### config.mk
export PLATFORM = sky130hd
export DESIGN_NAME = fswd_decode
export DESIGN_NICKNAME = d
export VERILOG_FILES = /design/src/fswd_pkg.sv /design/src/fswd_decode.sv
export SDC_FILE = /design/constraint.sdc
export NUM_CORES = 1
export LEC_CHECK = 0
export CORE_MARGIN = 2
export CORE_UTILIZATION = 45
export CTS_BUF_LIST = sky130_fd_sc_hd__clkbuf_4
export DETAILED_ROUTE_END_ITERATION = 8
export DONT_BUFFER_PORTS = 1
export PLACE_DENSITY = 0.68
export SETUP_SLACK_MARGIN = 0.5
export SYNTH_ARGS = -nofsm -noshare
export SYNTH_HDL_FRONTEND = slang
export SYNTH_SLANG_ARGS = --single-unit
### constraint.sdc
create_clock -name clk -period 1.96 [get_ports clk]
set_clock_uncertainty 0.05 [all_clocks]
set_input_delay 0.196 -clock clk [delete_from_list [all_inputs] [get_ports clk]]
set_output_delay 0.196 -clock clk [all_outputs]
set_load 0.01 [all_outputs]
### src/fswd_pkg.sv
// Purpose: constants for the filter sequencer word decoder
// Assumes: one 103-bit sequencer word presented per instruction
// Notes: bit positions not fixed elsewhere are chosen here
package fswd_pkg;
  localparam int WORD_W = 103;
  // instruction word field positions
  localparam int BIT_TAP_LO = 0;
  localparam int TAP_W = 3;
  localparam int BIT_ACCUM_CLEAR_FLAG_EN = 3;
  localparam int BIT_ASEL_LO = 8;
  localparam int ASEL_W = 3;
  localparam int BIT_AENB_N = 11;
  localparam int BIT_BENB_N = 12;
  localparam int BIT_WE0_N = 13;
  localparam int BIT_WE4_N = 14;
  localparam int BIT_PRECAS_LO = 15;
  localparam int CAS_W = 5;
  localparam int BIT_RESCNT = 57;
  localparam int BIT_RCNTENBL = 69;
  localparam int BIT_TICK = 70;
  localparam int BIT_DLYRC = 71;
  // address mux code that puts backend addresses on the dram bus
  localparam logic [2:0] ASEL_BACKEND = 3'h5;
  // one instruction spans four clk phases; cas held off in the last
  localparam logic [1:0] PH_LAST = 2'h3;
  localparam int SECTION_US = 2;
  localparam int INSTRS_PER_SECTION = 16;
  localparam logic [3:0] SECTION_END = 4'(INSTRS_PER_SECTION - 1);
  localparam logic [2:0] RCNT_RUN_LAST = 3'h6; // run of seven
  localparam int BE_CNT_W = 11;
  localparam int MAIN_CNT_W = 8;
  localparam int PC_W = 8;
  localparam int PAGE_W = 2;
  // program pages
  localparam logic [1:0] PAGE_MISC = 2'h0;
  localparam logic [1:0] PAGE_MAIN = 2'h1;
  localparam logic [1:0] PAGE_VAL_NORM = 2'h2;
  localparam logic [1:0] PAGE_VAL_RAW = 2'h3;
endpackage

### src/fswd_decode.sv
// Purpose: turn sequencer word fields into registered control strobes
// Assumes: seq_word is valid from the prom for the current prom_addr
// Notes: clk runs four phases per sequencer instruction
`timescale 1ns/1ps
module fswd_decode
  import fswd_pkg::*;
(
  input wire logic clk, // sequencer phase clock
  input wire logic rst_n, // synchronous reset, active low
  input wire logic [WORD_W-1:0] seq_word, // word from sequencer prom
  input wire logic [PAGE_W-1:0] page_sel, // requested page, asynchronous
  input wire logic host_req_async, // backend request from host card
  input wire logic snapshot_output_enable_n, // from clear memory
  input wire logic accum_clear_flag, // from clear memory
  input wire logic final_result_flag, // from result memory
  output logic [PAGE_W+PC_W-1:0] prom_addr, // page and step
  output logic dram_we_n_02, // write enable, pair 02
  output logic dram_we_n_46, // write enable, pair 46
  output logic dram_we_n_13, // write enable, pair 13
  output logic dram_we_n_57, // write enable, pair 57
  output logic dram_we_n_out, // write enable, output buffer
  output logic [CAS_W-1:0] cas_n, // column strobes 0,1,4,5,8
  output logic backend_fifo_write_clock, // backend fifo data clock
  output logic backend_final_result_enable, // fifo write allowed
  output logic [BE_CNT_W-1:0] be_result_count, // backend read counter
  output logic [MAIN_CNT_W-1:0] main_result_count, // main loop counter
  output logic [ASEL_W-1:0] dram_addr_mux_sel, // 8 to 1 address mux
  output logic xbar_a_en_n, // crossbar a bus enable
  output logic xbar_b_en_n, // crossbar b bus enable
  output logic accum_clear, // clear accumulator
  output logic [TAP_W-1:0] tap_weight_select, // tap weight index
  output logic main_loop_tick, // registered tick bit
  output logic handshake_start, // one-cycle backend start
  output logic handshake_grant // backend transfer in progress
);

  typedef struct packed {
    logic [1:0] ph;
    logic [PC_W-1:0] pc;
    logic [PAGE_W-1:0] page;
    logic [PAGE_W-1:0] page_s1;
    logic [PAGE_W-1:0] page_s2;
    logic req_s1;
    logic req_s2;
    logic we02_n;
    logic we46_n;
    logic we13_n;
    logic we57_n;
    logic weout_n;
    logic [CAS_W-1:0] precas_n;
    logic [CAS_W-1:0] cas_n;
    logic dlyrc;
    logic fifo_clk;
    logic fin_en;
    logic [BE_CNT_W-1:0] be_cnt;
    logic [MAIN_CNT_W-1:0] main_cnt;
    logic [ASEL_W-1:0] asel;
    logic aenb_n;
    logic benb_n;
    logic clr;
    logic [TAP_W-1:0] tap;
    logic tick;
    logic [2:0] run;
    logic start;
    logic busy;
  } fswd_state_t;

  fswd_state_t s_reg;
  fswd_state_t s_next;
  logic boundary;
  logic start_ok;

  assign boundary = (s_reg.ph == PH_LAST);
  // a request may begin only with tick low and no count run pending
  assign start_ok = !s_reg.tick && (s_reg.run == 3'h0);

  always_comb begin
    s_next = s_reg;
    s_next.ph = s_reg.ph + 2'h1;
    s_next.page_s1 = page_sel;
    s_next.page_s2 = s_reg.page_s1;
    s_next.req_s1 = host_req_async;
    s_next.req_s2 = s_reg.req_s1;
    s_next.fin_en = !final_result_flag;
    s_next.start = 1'b0;
    if (boundary) begin
      // new instruction takes effect; fields from this word, pairs 13 and 57 from the last
      if (s_reg.pc[3:0] == SECTION_END && s_reg.page_s2 != s_reg.page) begin
        // page switch only between sections keeps sections whole
        s_next.page = s_reg.page_s2;
        s_next.pc = '0;
      end else begin
        s_next.pc = s_reg.pc + 8'h01;
      end
      s_next.we02_n = seq_word[BIT_WE0_N];
      s_next.we46_n = seq_word[BIT_WE4_N];
      s_next.we13_n = s_reg.we02_n;
      s_next.we57_n = s_reg.we46_n;
      s_next.precas_n = seq_word[BIT_PRECAS_LO +: CAS_W];
      s_next.dlyrc = seq_word[BIT_DLYRC];
      s_next.asel = seq_word[BIT_ASEL_LO +: ASEL_W];
      s_next.aenb_n = seq_word[BIT_AENB_N];
      s_next.benb_n = seq_word[BIT_BENB_N];
      s_next.clr = seq_word[BIT_ACCUM_CLEAR_FLAG_EN] && accum_clear_flag;
      s_next.tap = seq_word[BIT_TAP_LO +: TAP_W];
      s_next.tick = seq_word[BIT_TICK];
      if (seq_word[BIT_RCNTENBL]) begin
        s_next.be_cnt = s_reg.be_cnt + 11'h001;
        s_next.run = (s_reg.run == RCNT_RUN_LAST) ? 3'h0 :
          s_reg.run + 3'h1;
      end else begin
        s_next.run = 3'h0;
      end
      if (seq_word[BIT_RESCNT]) begin
        s_next.main_cnt = s_reg.main_cnt + 8'h01;
      end
    end
    s_next.weout_n = snapshot_output_enable_n;
    // strobes off in the last phase: three of four phases active
    if (s_next.ph == PH_LAST) begin
      s_next.cas_n = {CAS_W{1'b1}};
      s_next.fifo_clk = 1'b0;
    end else begin
      s_next.cas_n = s_next.precas_n;
      s_next.fifo_clk = s_next.dlyrc && s_reg.fin_en &&
        (s_next.asel == ASEL_BACKEND);
    end
    if (s_reg.busy) begin
      s_next.busy = s_reg.req_s2;
    end else if (s_reg.req_s2 && start_ok) begin
      s_next.busy = 1'b1;
      s_next.start = 1'b1;
    end
  end

  // every decoded output leaves from this register
  always_ff @(posedge clk) begin
    if (!rst_n) begin
      s_reg <= '0;
      s_reg.page <= PAGE_MISC;
      s_reg.we02_n <= 1'b1;
      s_reg.we46_n <= 1'b1;
      s_reg.we13_n <= 1'b1;
      s_reg.we57_n <= 1'b1;
      s_reg.weout_n <= 1'b1;
      s_reg.precas_n <= {CAS_W{1'b1}};
      s_reg.cas_n <= {CAS_W{1'b1}};
      s_reg.aenb_n <= 1'b1;
      s_reg.benb_n <= 1'b1;
    end else begin
      s_reg <= s_next;
    end
  end

  assign prom_addr = {s_reg.page, s_reg.pc};
  assign dram_we_n_02 = s_reg.we02_n;
  assign dram_we_n_46 = s_reg.we46_n;
  assign dram_we_n_13 = s_reg.we13_n;
  assign dram_we_n_57 = s_reg.we57_n;
  assign dram_we_n_out = s_reg.weout_n;
  assign cas_n = s_reg.cas_n;
  assign backend_fifo_write_clock = s_reg.fifo_clk;
  assign backend_final_result_enable = s_reg.fin_en;
  assign be_result_count = s_reg.be_cnt;
  assign main_result_count = s_reg.main_cnt;
  assign dram_addr_mux_sel = s_reg.asel;
  assign xbar_a_en_n = s_reg.aenb_n;
  assign xbar_b_en_n = s_reg.benb_n;
  assign accum_clear = s_reg.clr;
  assign tap_weight_select = s_reg.tap;
  assign main_loop_tick = s_reg.tick;
  assign handshake_start = s_reg.start;
  assign handshake_grant = s_reg.busy;
endmodule

======== After elaboration in Yosys (flattened, before gate mapping) ========
Cells that the tools add are included.
storage, ports and cells
  logic and storage cells ................. 62
  input port bits ......................... 111
  bits in registers ....................... 70
  output and inout port bits .............. 53
cells by class
  eq/ne operators ......................... 6
  reductions and logical operators ........ 14
  bitwise logic cells ..................... 1
  add/subtract/negate cells ............... 5
  multiplexer cells ....................... 8
operators by type and width
  kind                   number
  $add 8x1->8 const B    2
  $mux 13                1
  $add 11x1->11 const B  1
  $mux 8                 1
  $eq 3x3->1 const B     2
  $logic_and 1x1->1      6
  $mux 3                 2
  $reduce_and 2->1       3
  $mux 5                 1
  $eq 2x2->1 const B     2
  $eq 4x4->1 const B     1
  $reduce_or 2->1        2
  $add 3x1->3 const B    1
  $logic_not 3->1        1
  $add 2x1->2 const B    1
  $logic_not 1->1        2
  $mux 1                 2
  $mux 2                 1
  $ne 2x2->1             1
  $not 1->1              1

======== Longest topological paths before layout ========
Gate-level depths: netlist of run 1.
  depth after elaboration ................. 6
  depth in mapped cells ................... 7

======== Worst setup path before layout of run 1 ========
OpenSTA, ideal clock, no wires.
  kind .................................... register to register
  start ................................... register s_reg[68] in the netlist's numbering
  end ..................................... register s_reg, in the netlist dram_we_n_02
  cell stages (with the launch flop) ...... 7
  period minus slack after synthesis ...... 1.450 ns
  path slack .............................. 0.510 ns
  buffers on the path ..................... 3
  library setup time ...................... 0.127 ns
  arrival ................................. 1.274 ns
  cells stage by stage .................... dfxtp_1 ha_1 buf_4 buf_2 buf_2 mux2i_1 nand2_1
between the ends
  cells in the longest elaborated chain, start to end .. 1
RTL lines
  what                      RTL line            text
  start: declaration        fswd_decode.sv:68   fswd_state_t s_reg;
  start signal: assignment  fswd_decode.sv:151  s_reg <= s_next;
  $eq 2x2->1                fswd_decode.sv:73   assign boundary = (s_reg.ph == PH_LAST);
No other way between the ends.
A chain may end at the register's enable or synchronous reset.

======== Worst setup path after layout of run 1 ========
  start ................................... register s_reg[68] in the netlist's numbering
  end ..................................... register s_reg, in the netlist main_result_count[6]
between the ends
  cells in the longest elaborated chain, start to end .. 2
RTL lines
  what                               RTL line
  $eq 2x2->1                         fswd_decode.sv:73
  $reduce_and 2->1 (no source line)  n/a
No other way between the ends.

==> metrics.txt, run 1 <==
Total GRT Usage=0.165; Max clock buf depth=2; critical path's slowest cell=dfxtp_2; worst IR drop on VDD=0.000467 V; ratio of final minimum period to clock period=0.760; Final #Nets=roughly 450; WP data required=between 2 and 2.5 ns; most frequent cells in the layout=dfxtp_1, nor2_1, dlygate4sd3_1; Leak=approximately 1.3 nW; Crit path largest cell delay=0.37 ns; area grow syn2layout=19.4%; reg2reg setup slack=between 0.4 and 0.5 ns; DR iter-0 viols=36; Min-Delay Path Class=in2reg; HPWL after DPL=3.58 mm; clock power share=0.349; Sw Share=0.250; final setup violation count=0; TNS Setup=0 ns; Synth cell types=33; clock latency on the worst-skew pair=0.43 ns; Residual DRC=0; Post-Place Cell Area=2760 um^2; Avg WL per Cell=roughly 15 um; logic gate share of total power=0.080; Post-Synth Adder-Cell Area=0.0211; Final Cell Area=~3500 um^2; clk sinks=70; CTS tree=done; status=finished, final reports clean; min cycle time layout=approximately 1.5 ns; most common cell after layout, fill and taps aside=dfxtp_1; largest net degree at the start of global routing=24; total CTS buffers=9; post-synthesis simple-gate area fraction=0.193; die area=approximately 7300 um^2; Slew @ Worst Pin=roughly 0.6 ns; core region area=around 6300 um^2; DRT antenna net count=0; row cnt=29; Horiz. Die Dim=85.2 um; vias in the first global route=slightly below 2,000; sequential share of power=0.571; Die H=roughly 85 um; critical path arrival=1.79 ns; drt total wl=6.05 mm; root buf cell=clkbuf_4; Mapped Nets=436; internal power=1.95 mW; NetSw=roughly 0.65 mW; starting density of the core=0.467; Vias/cell=5.06; Netlist Area Pre-Place=2970 um^2; PwrDens=735 nW/um^2; number of diodes=0; CP Cell Sequence=ha_4 > buf_4 > buf_6 > nand4_1 > or3_1 > a21oi_1; mux cell area share after synthesis=0.0742; Pre-antenna DRT Iters=6; Compound-Gate Fraction of Synth Area=0.0405; vias=about 2,100; fillers=~600; GR Overflow Total=0; Yosys warning total=0; maximum capacitance violations=0; Crit Path Class=reg2reg; H-tree levels=3; antenna violations before repair=0; wire length of the first global-routing pass=~9.2 mm; Worst-path clk slew=0.11 ns; PortBufs=0; synthesized flop and latch total=70; fmax=~670 MHz; IO Pins=between 150 and 200; Synth Instances=320; proportion of layout cells with a drive suffix above 1=0.186; Post-Syn Area per Cell=~9.3 um^2; Hold Fails Final Rpt=0; RSZ-0062 raised after global routing=yes; Largest register FFs=14; Rel. slew slack=0.608; final-report max-slew violation count=0; post-synthesis sequential area ratio=0.472; Final Wtd Congestion=~0.80; largest family of logic cells by synthesized area=simple AND/OR/NAND/NOR gates; CP startpoint kind=register; Crit. End Element=register; worst-path maximum fanout=5; Post-Synth XOR/XNOR Area=0.0620
## per-stage QoR
stage | total power [mW] | utilization | setup slack [ns] | instances | hold WS (ns)
2_1_floorplan | 1.62 | - | 0.510 | 320 | 0.218
3_3_place_gp | 1.62 | 0.434 | 0.175 | 351 | 0.211
3_5_place_dp | 1.62 | 0.434 | 0.157 | 351 | 0.215
4_1_cts | 2.59 | 0.517 | 0.495 | 398 | -0.250
5_1_grt | 2.73 | 0.558 | 0.399 | 416 | 0.0249
6_report | 2.60 | 0.558 | 0.470 | 416 | 0.0295
## kinds of logic (layout without fill, tap and decap cells)
kind of cell               count (synthesis)  in the layout
and+or+nand+nor                          117            117
DFF                                       70             70
buffers and inverters                     63             82
AOI/OAI and AO/OA                         22             22
muxes                                     22             22
xor gates and xnor gates                  21             21
adders and majority gates                  5              5
## critical path, delay by kind of cell, from the launching register on
kind	cells	cell delay, ns
buffers and inverters	2	0.25
DFF	1	0.37
AOI/OAI and AO/OA	1	0.13
adders and majority gates	1	0.16
and+or+nand+nor	2	0.46
## metal layers
layer	part of all wire	up-vias	global-route usage
met1	0.40	992	0.188
met3	0.064	10	0.0623
met5	0	-	0
li1	-	1047	-
met4	0.019	0	0.0909
met2	0.51	56	0.266
## path summary, 6_finish.rpt
path | from | to | depth (start not counted)
max | s_reg[68]$_SDFF_PN0_ | main_result_count[6]$_SDFFE_PN0P_ | 6
min | seq_word[69] | s_reg[4]$_SDFFE_PN0P_ | 4
max reg2reg | s_reg[68]$_SDFF_PN0_ | main_result_count[6]$_SDFFE_PN0P_ | 6
min reg2reg | s_reg[43]$_SDFF_PN1_ | s_reg[43]$_SDFF_PN1_ | 2
## area by class of cell
type	count	area [um^2]	share of cell area
Clock buffer	9	67.6	0.0191
Clock inverter	6	62.6	0.0177
Inverter	11	41.3	0.0117
Multi-Input combinational cell	187	1290	0.364
Sequential cell	70	1420	0.400
Tap cell	77	96.3	0.0272
Timing Repair Buffer	56	569	0.161
## repair_timing
action,CTS,global route
cloned,1,0
pin swaps,4,10
endpoints found under the hold margin,52,22
endpoints found under the setup margin,45,23
resized for setup,22,19
hold buffers,23,11
setup buffers,8,7
## cell usage after synthesis (all sizes together)
| cell type | count | area (um^2) |
|---|---|---|
| a211oi | 1 | 7.51 |
| a21oi | 11 | 55.1 |
| a311oi | 1 | 8.76 |
| a31oi | 1 | 6.26 |
| and2 | 6 | 37.5 |
| and4 | 1 | 8.76 |
| and4b | 1 | 10.0 |
| buf | 47 | 348 |
| clkbuf | 5 | 18.8 |
| dfxtp | 70 | 1400 |
| ha | 5 | 62.6 |
| inv | 11 | 41.3 |
| mux2i | 22 | 220 |
| nand2 | 28 | 105 |
| nand2b | 2 | 12.5 |
| nand3 | 11 | 67.6 |
| nand4 | 7 | 56.3 |
| nand4b | 1 | 8.76 |
| nor2 | 41 | 154 |
| nor3 | 7 | 35.0 |
| nor4 | 3 | 18.8 |
| o21ai | 7 | 35.0 |
| o31ai | 1 | 7.51 |
| or2 | 5 | 31.3 |
| or3 | 3 | 18.8 |
| or4 | 1 | 7.51 |
| xnor2 | 12 | 105 |
| xor2 | 9 | 78.8 |
## power groups by stage
stage	registers (mW)	clock network, mW	logic [mW]
floorplan	1.50	0	0.111
global placement	1.52	0	0.103
detailed placement	1.52	0	0.105
CTS	1.49	0.934	0.167
global route	1.49	1.01	0.226
finish	1.49	0.910	0.207
(Power assumes the default switching activity.)
==> inputs of run 2 (changes only) <==
--- a/config.mk
+++ b/config.mk
@@ -5,6 +5,7 @@
 export SDC_FILE = /design/constraint.sdc
 export NUM_CORES = 1
 export LEC_CHECK = 0
+export ABC_AREA = 1
 export CORE_MARGIN = 2
 export CORE_UTILIZATION = 45
 export CTS_BUF_LIST = sky130_fd_sc_hd__clkbuf_4
==> constraint.sdc (replaced) <==
create_clock -name clk -period 1.4 [get_ports clk]
set_clock_uncertainty 0.05 [all_clocks]
set_input_delay 0.14 -clock clk [delete_from_list [all_inputs] [get_ports clk]]
set_output_delay 0.14 -clock clk [all_outputs]
set_load 0.01 [all_outputs]
==> metrics.txt, run 2 <==
ratio of final minimum period to clock period=1.06 (+0.297); DR iter-0 viols=61 (+69%); Final #Nets=534 (+18%); Post-Place Cell Area=3010 um^2 (+9.2%); total CTS buffers=9 (unchanged); CP bufs+invs=0 (-2); IO Pins=164 (unchanged); Min-Delay Path Class=in2reg; most frequent cells in the layout=nand2_1, nor2_1, inv_1, dfxtp_4, dlygate4sd3_1; FF+latch area=1550 um^2 (+9.5%); Max clock buf depth=2 (unchanged); biggest area consumer among synthesized cells=dfxtp_1; Horiz. Die Dim=86.0 um (+0.90%); Avg WL per Cell=13.6 um (-6.6%); CP dominant cell by count=nor2_4; Final Wtd Congestion=0.761 (-4.7%); clock latency on the worst-skew pair=0.40 ns (-0.03 ns); worst-path maximum fanout=8 (+3); Largest register FFs=14 (unchanged); Synth top area share=0.463 (-0.00879); Worst-path clk slew=0.12 ns (about the same); PwrDens=962 nW/um^2 (+31%); crit path launch=s_reg[69]$_SDFF_PN0_; most common cell in the netlist=nand2_1; number of synthesized flops with an enable pin=0 (unchanged); wire length of the first global-routing pass=10.2 mm (+11%); Pre-antenna DRT Iters=4 (-2); Slew @ Worst Pin=0.290 ns (-0.295 ns); Critical R2R Launch=s_reg[69]$_SDFF_PN0_; Setup crit end=be_result_count[9]$_SDFFE_PN0P_; CP startpoint kind=register; final setup violation count=13 (+13); final hold slack=-0.215 ns (-0.244 ns); Residual DRC=0 (unchanged); setup ws final=-0.0799 ns (-0.550 ns); RR Endpoint=be_result_count[9]$_SDFFE_PN0P_; Post-Syn Area per Cell=7.85 um^2 (-15%); die area=7390 um^2 (+1.8%); Synth Instances=385 (+20%); starting density of the core=0.471 (+0.00349); drt total wl=6.79 mm (+12%); CTS tree=done; Vias/cell=4.88 (-3.6%); area grow syn2layout=39.4%; status=complete, but fails checks; antenna violations before repair=0 (unchanged); fillers=519 (-11%); PortBufs=0 (unchanged); clk sinks=70 (unchanged); Async S/R FF share, synth=0 (unchanged); Crit path max-delay family=simple AND/OR/NAND/NOR gates; proportion of layout cells with a drive suffix above 1=0.475 (+0.289); Synth cell types=29 (-12%); Die H=86.0 um (+0.90%); Total GRT Usage=0.172 (+0.00716); Hold Fails Final Rpt=46 (+46); row cnt=29 (unchanged); WP data required=1.66 ns (-0.60 ns); root buf cell=clkbuf_4; number of diodes=0 (unchanged); maximum capacitance violations=0 (unchanged); H-tree levels=3 (unchanged); largest net degree at the start of global routing=44 (+83%); Crit Path Class=reg2reg; most common cell after layout, fill and taps aside=nand2_1; synthesized flop and latch total=70 (unchanged); multi-input logic area=1480 um^2 (+15%); post-synthesis sequential area ratio=0.463 (-0.00879); RSZ-0062 raised after global routing=yes; final-report max-slew violation count=0 (unchanged); critical path depth=8 (+2); reg2reg setup slack=-0.08 ns (-0.55 ns); Crit. End Element=register; Worst Hold Depth=2 (-2); core region area=6420 um^2 (+1.1%); Util after Layout=0.656 (+0.0983); top post-synthesis cells by count=nand2_1, dfxtp_1, nor2_1, buf_4, inv_1; Crit path largest cell delay=0.37 ns (about the same); Leak=1.71 nW (+27%); top cells by area, synth=dfxtp_1, buf_4, nand2_1; Post-synth top flop=dfxtp_1; critical path's slowest cell=dfxtp_2; vias in the first global route=2,358 (+21%); Yosys warning total=0 (unchanged); Netlist Area Pre-Place=3020 um^2 (+1.9%); GR Overflow Total=0 (unchanged); failing checks=hold timing, setup timing; CP Cell Sequence=ha_4 > nand2_8 > nor2_4 > nand2_2 > nor2_4 > nand3_1 > nand2_1 > nor2_1; DRT antenna net count=0 (unchanged); HPWL after DPL=4.01 mm (+12%); min cycle time layout=1.48 ns (-0.0105 ns); Final Cell Area=4220 um^2 (+19%); Mapped Nets=501 (+15%); critical path arrival=1.74 ns (-0.05 ns); fmax=676 MHz (+0.71%); vias=2,440 (+16%); Rel. slew slack=0.806 (+0.198); worst-case reg-to-reg path depth=8 (+2); worst IR drop on VDD=0.000685 V (+47%)
run 2: per-stage QoR:
step / TNS, ns / hold slack (ns) / total power [mW] / setup WS, ns / instances
2_1_floorplan: 0 / 0.162 / 2.34 / 0.140 / 385
3_3_place_gp: 0 / 0.163 / 2.35 / 0.00508 / 432
3_5_place_dp: -0.0478 / 0.165 / 2.35 / -0.0257 / 432
4_1_cts: -0.0377 / -0.267 / 4.01 / -0.0196 / 477
5_1_grt: -2.26 / -0.249 / 4.24 / -0.166 / 500
6_report: -0.357 / -0.215 / 4.06 / -0.0799 / 500
run 2: cells by family after synthesis:
logic type | Yosys count | share of synthesized area
AND/OR/NAND/NOR | 166 | 0.240
flip-flops | 70 | 0.463
XOR/XNOR | 6 | 0.0174
multiplexers | 6 | 0.0199
AO/OA/AOI/OAI | 42 | 0.0732
buffers and inverters | 90 | 0.165
adder cells (fa/ha/maj) | 5 | 0.0207
run 2: what timing repair did:
action	in CTS	in global routing
pin swaps	18	30
setup endpoints to repair	112	114
cloned	1	1
setup buffers	14	12
hold buffers	14	10
resized for setup	104	82
endpoints found under the hold margin	66	52
run 2: cell type report:
class / instances / area share
sequential: 70 / 0.368
multi-input combinational: 225 / 0.351
timing repair buffer: 72 / 0.175
inverter: 40 / 0.0410
clock inverter: 7 / 0.0267
tap: 77 / 0.0229
clock buffer: 9 / 0.0160
run 2: how the worst min path moves through the flow:
stage                      start                                endpoint  slack (ns)
2_1_floorplan  final_result_flag  backend_final_result_enable$_SDFF_PN0_        0.16
3_3_place_gp   final_result_flag  backend_final_result_enable$_SDFF_PN0_        0.16
3_5_place_dp   final_result_flag  backend_final_result_enable$_SDFF_PN0_        0.16
4_1_cts                    rst_n                    s_reg[45]$_SDFF_PN1_       -0.27
5_1_grt                    rst_n                    s_reg[45]$_SDFF_PN1_       -0.25
6_report                   rst_n                    s_reg[52]$_SDFF_PN0_       -0.21
run 2: metal layers:
layer / up-vias / part of all wire / track usage
met5: - / 0 / 0
met4: 0 / 0.018 / 0.0779
met3: 10 / 0.078 / 0.0597
met2: 68 / 0.50 / 0.300
met1: 1115 / 0.40 / 0.188
li1: 1247 / - / -
run 2: report_power, final:
part           internal [mW]  switching [mW]  total [mW]
registers               2.01          0.0625        2.07
logic                  0.221           0.170       0.391
clock network          0.896           0.701        1.60
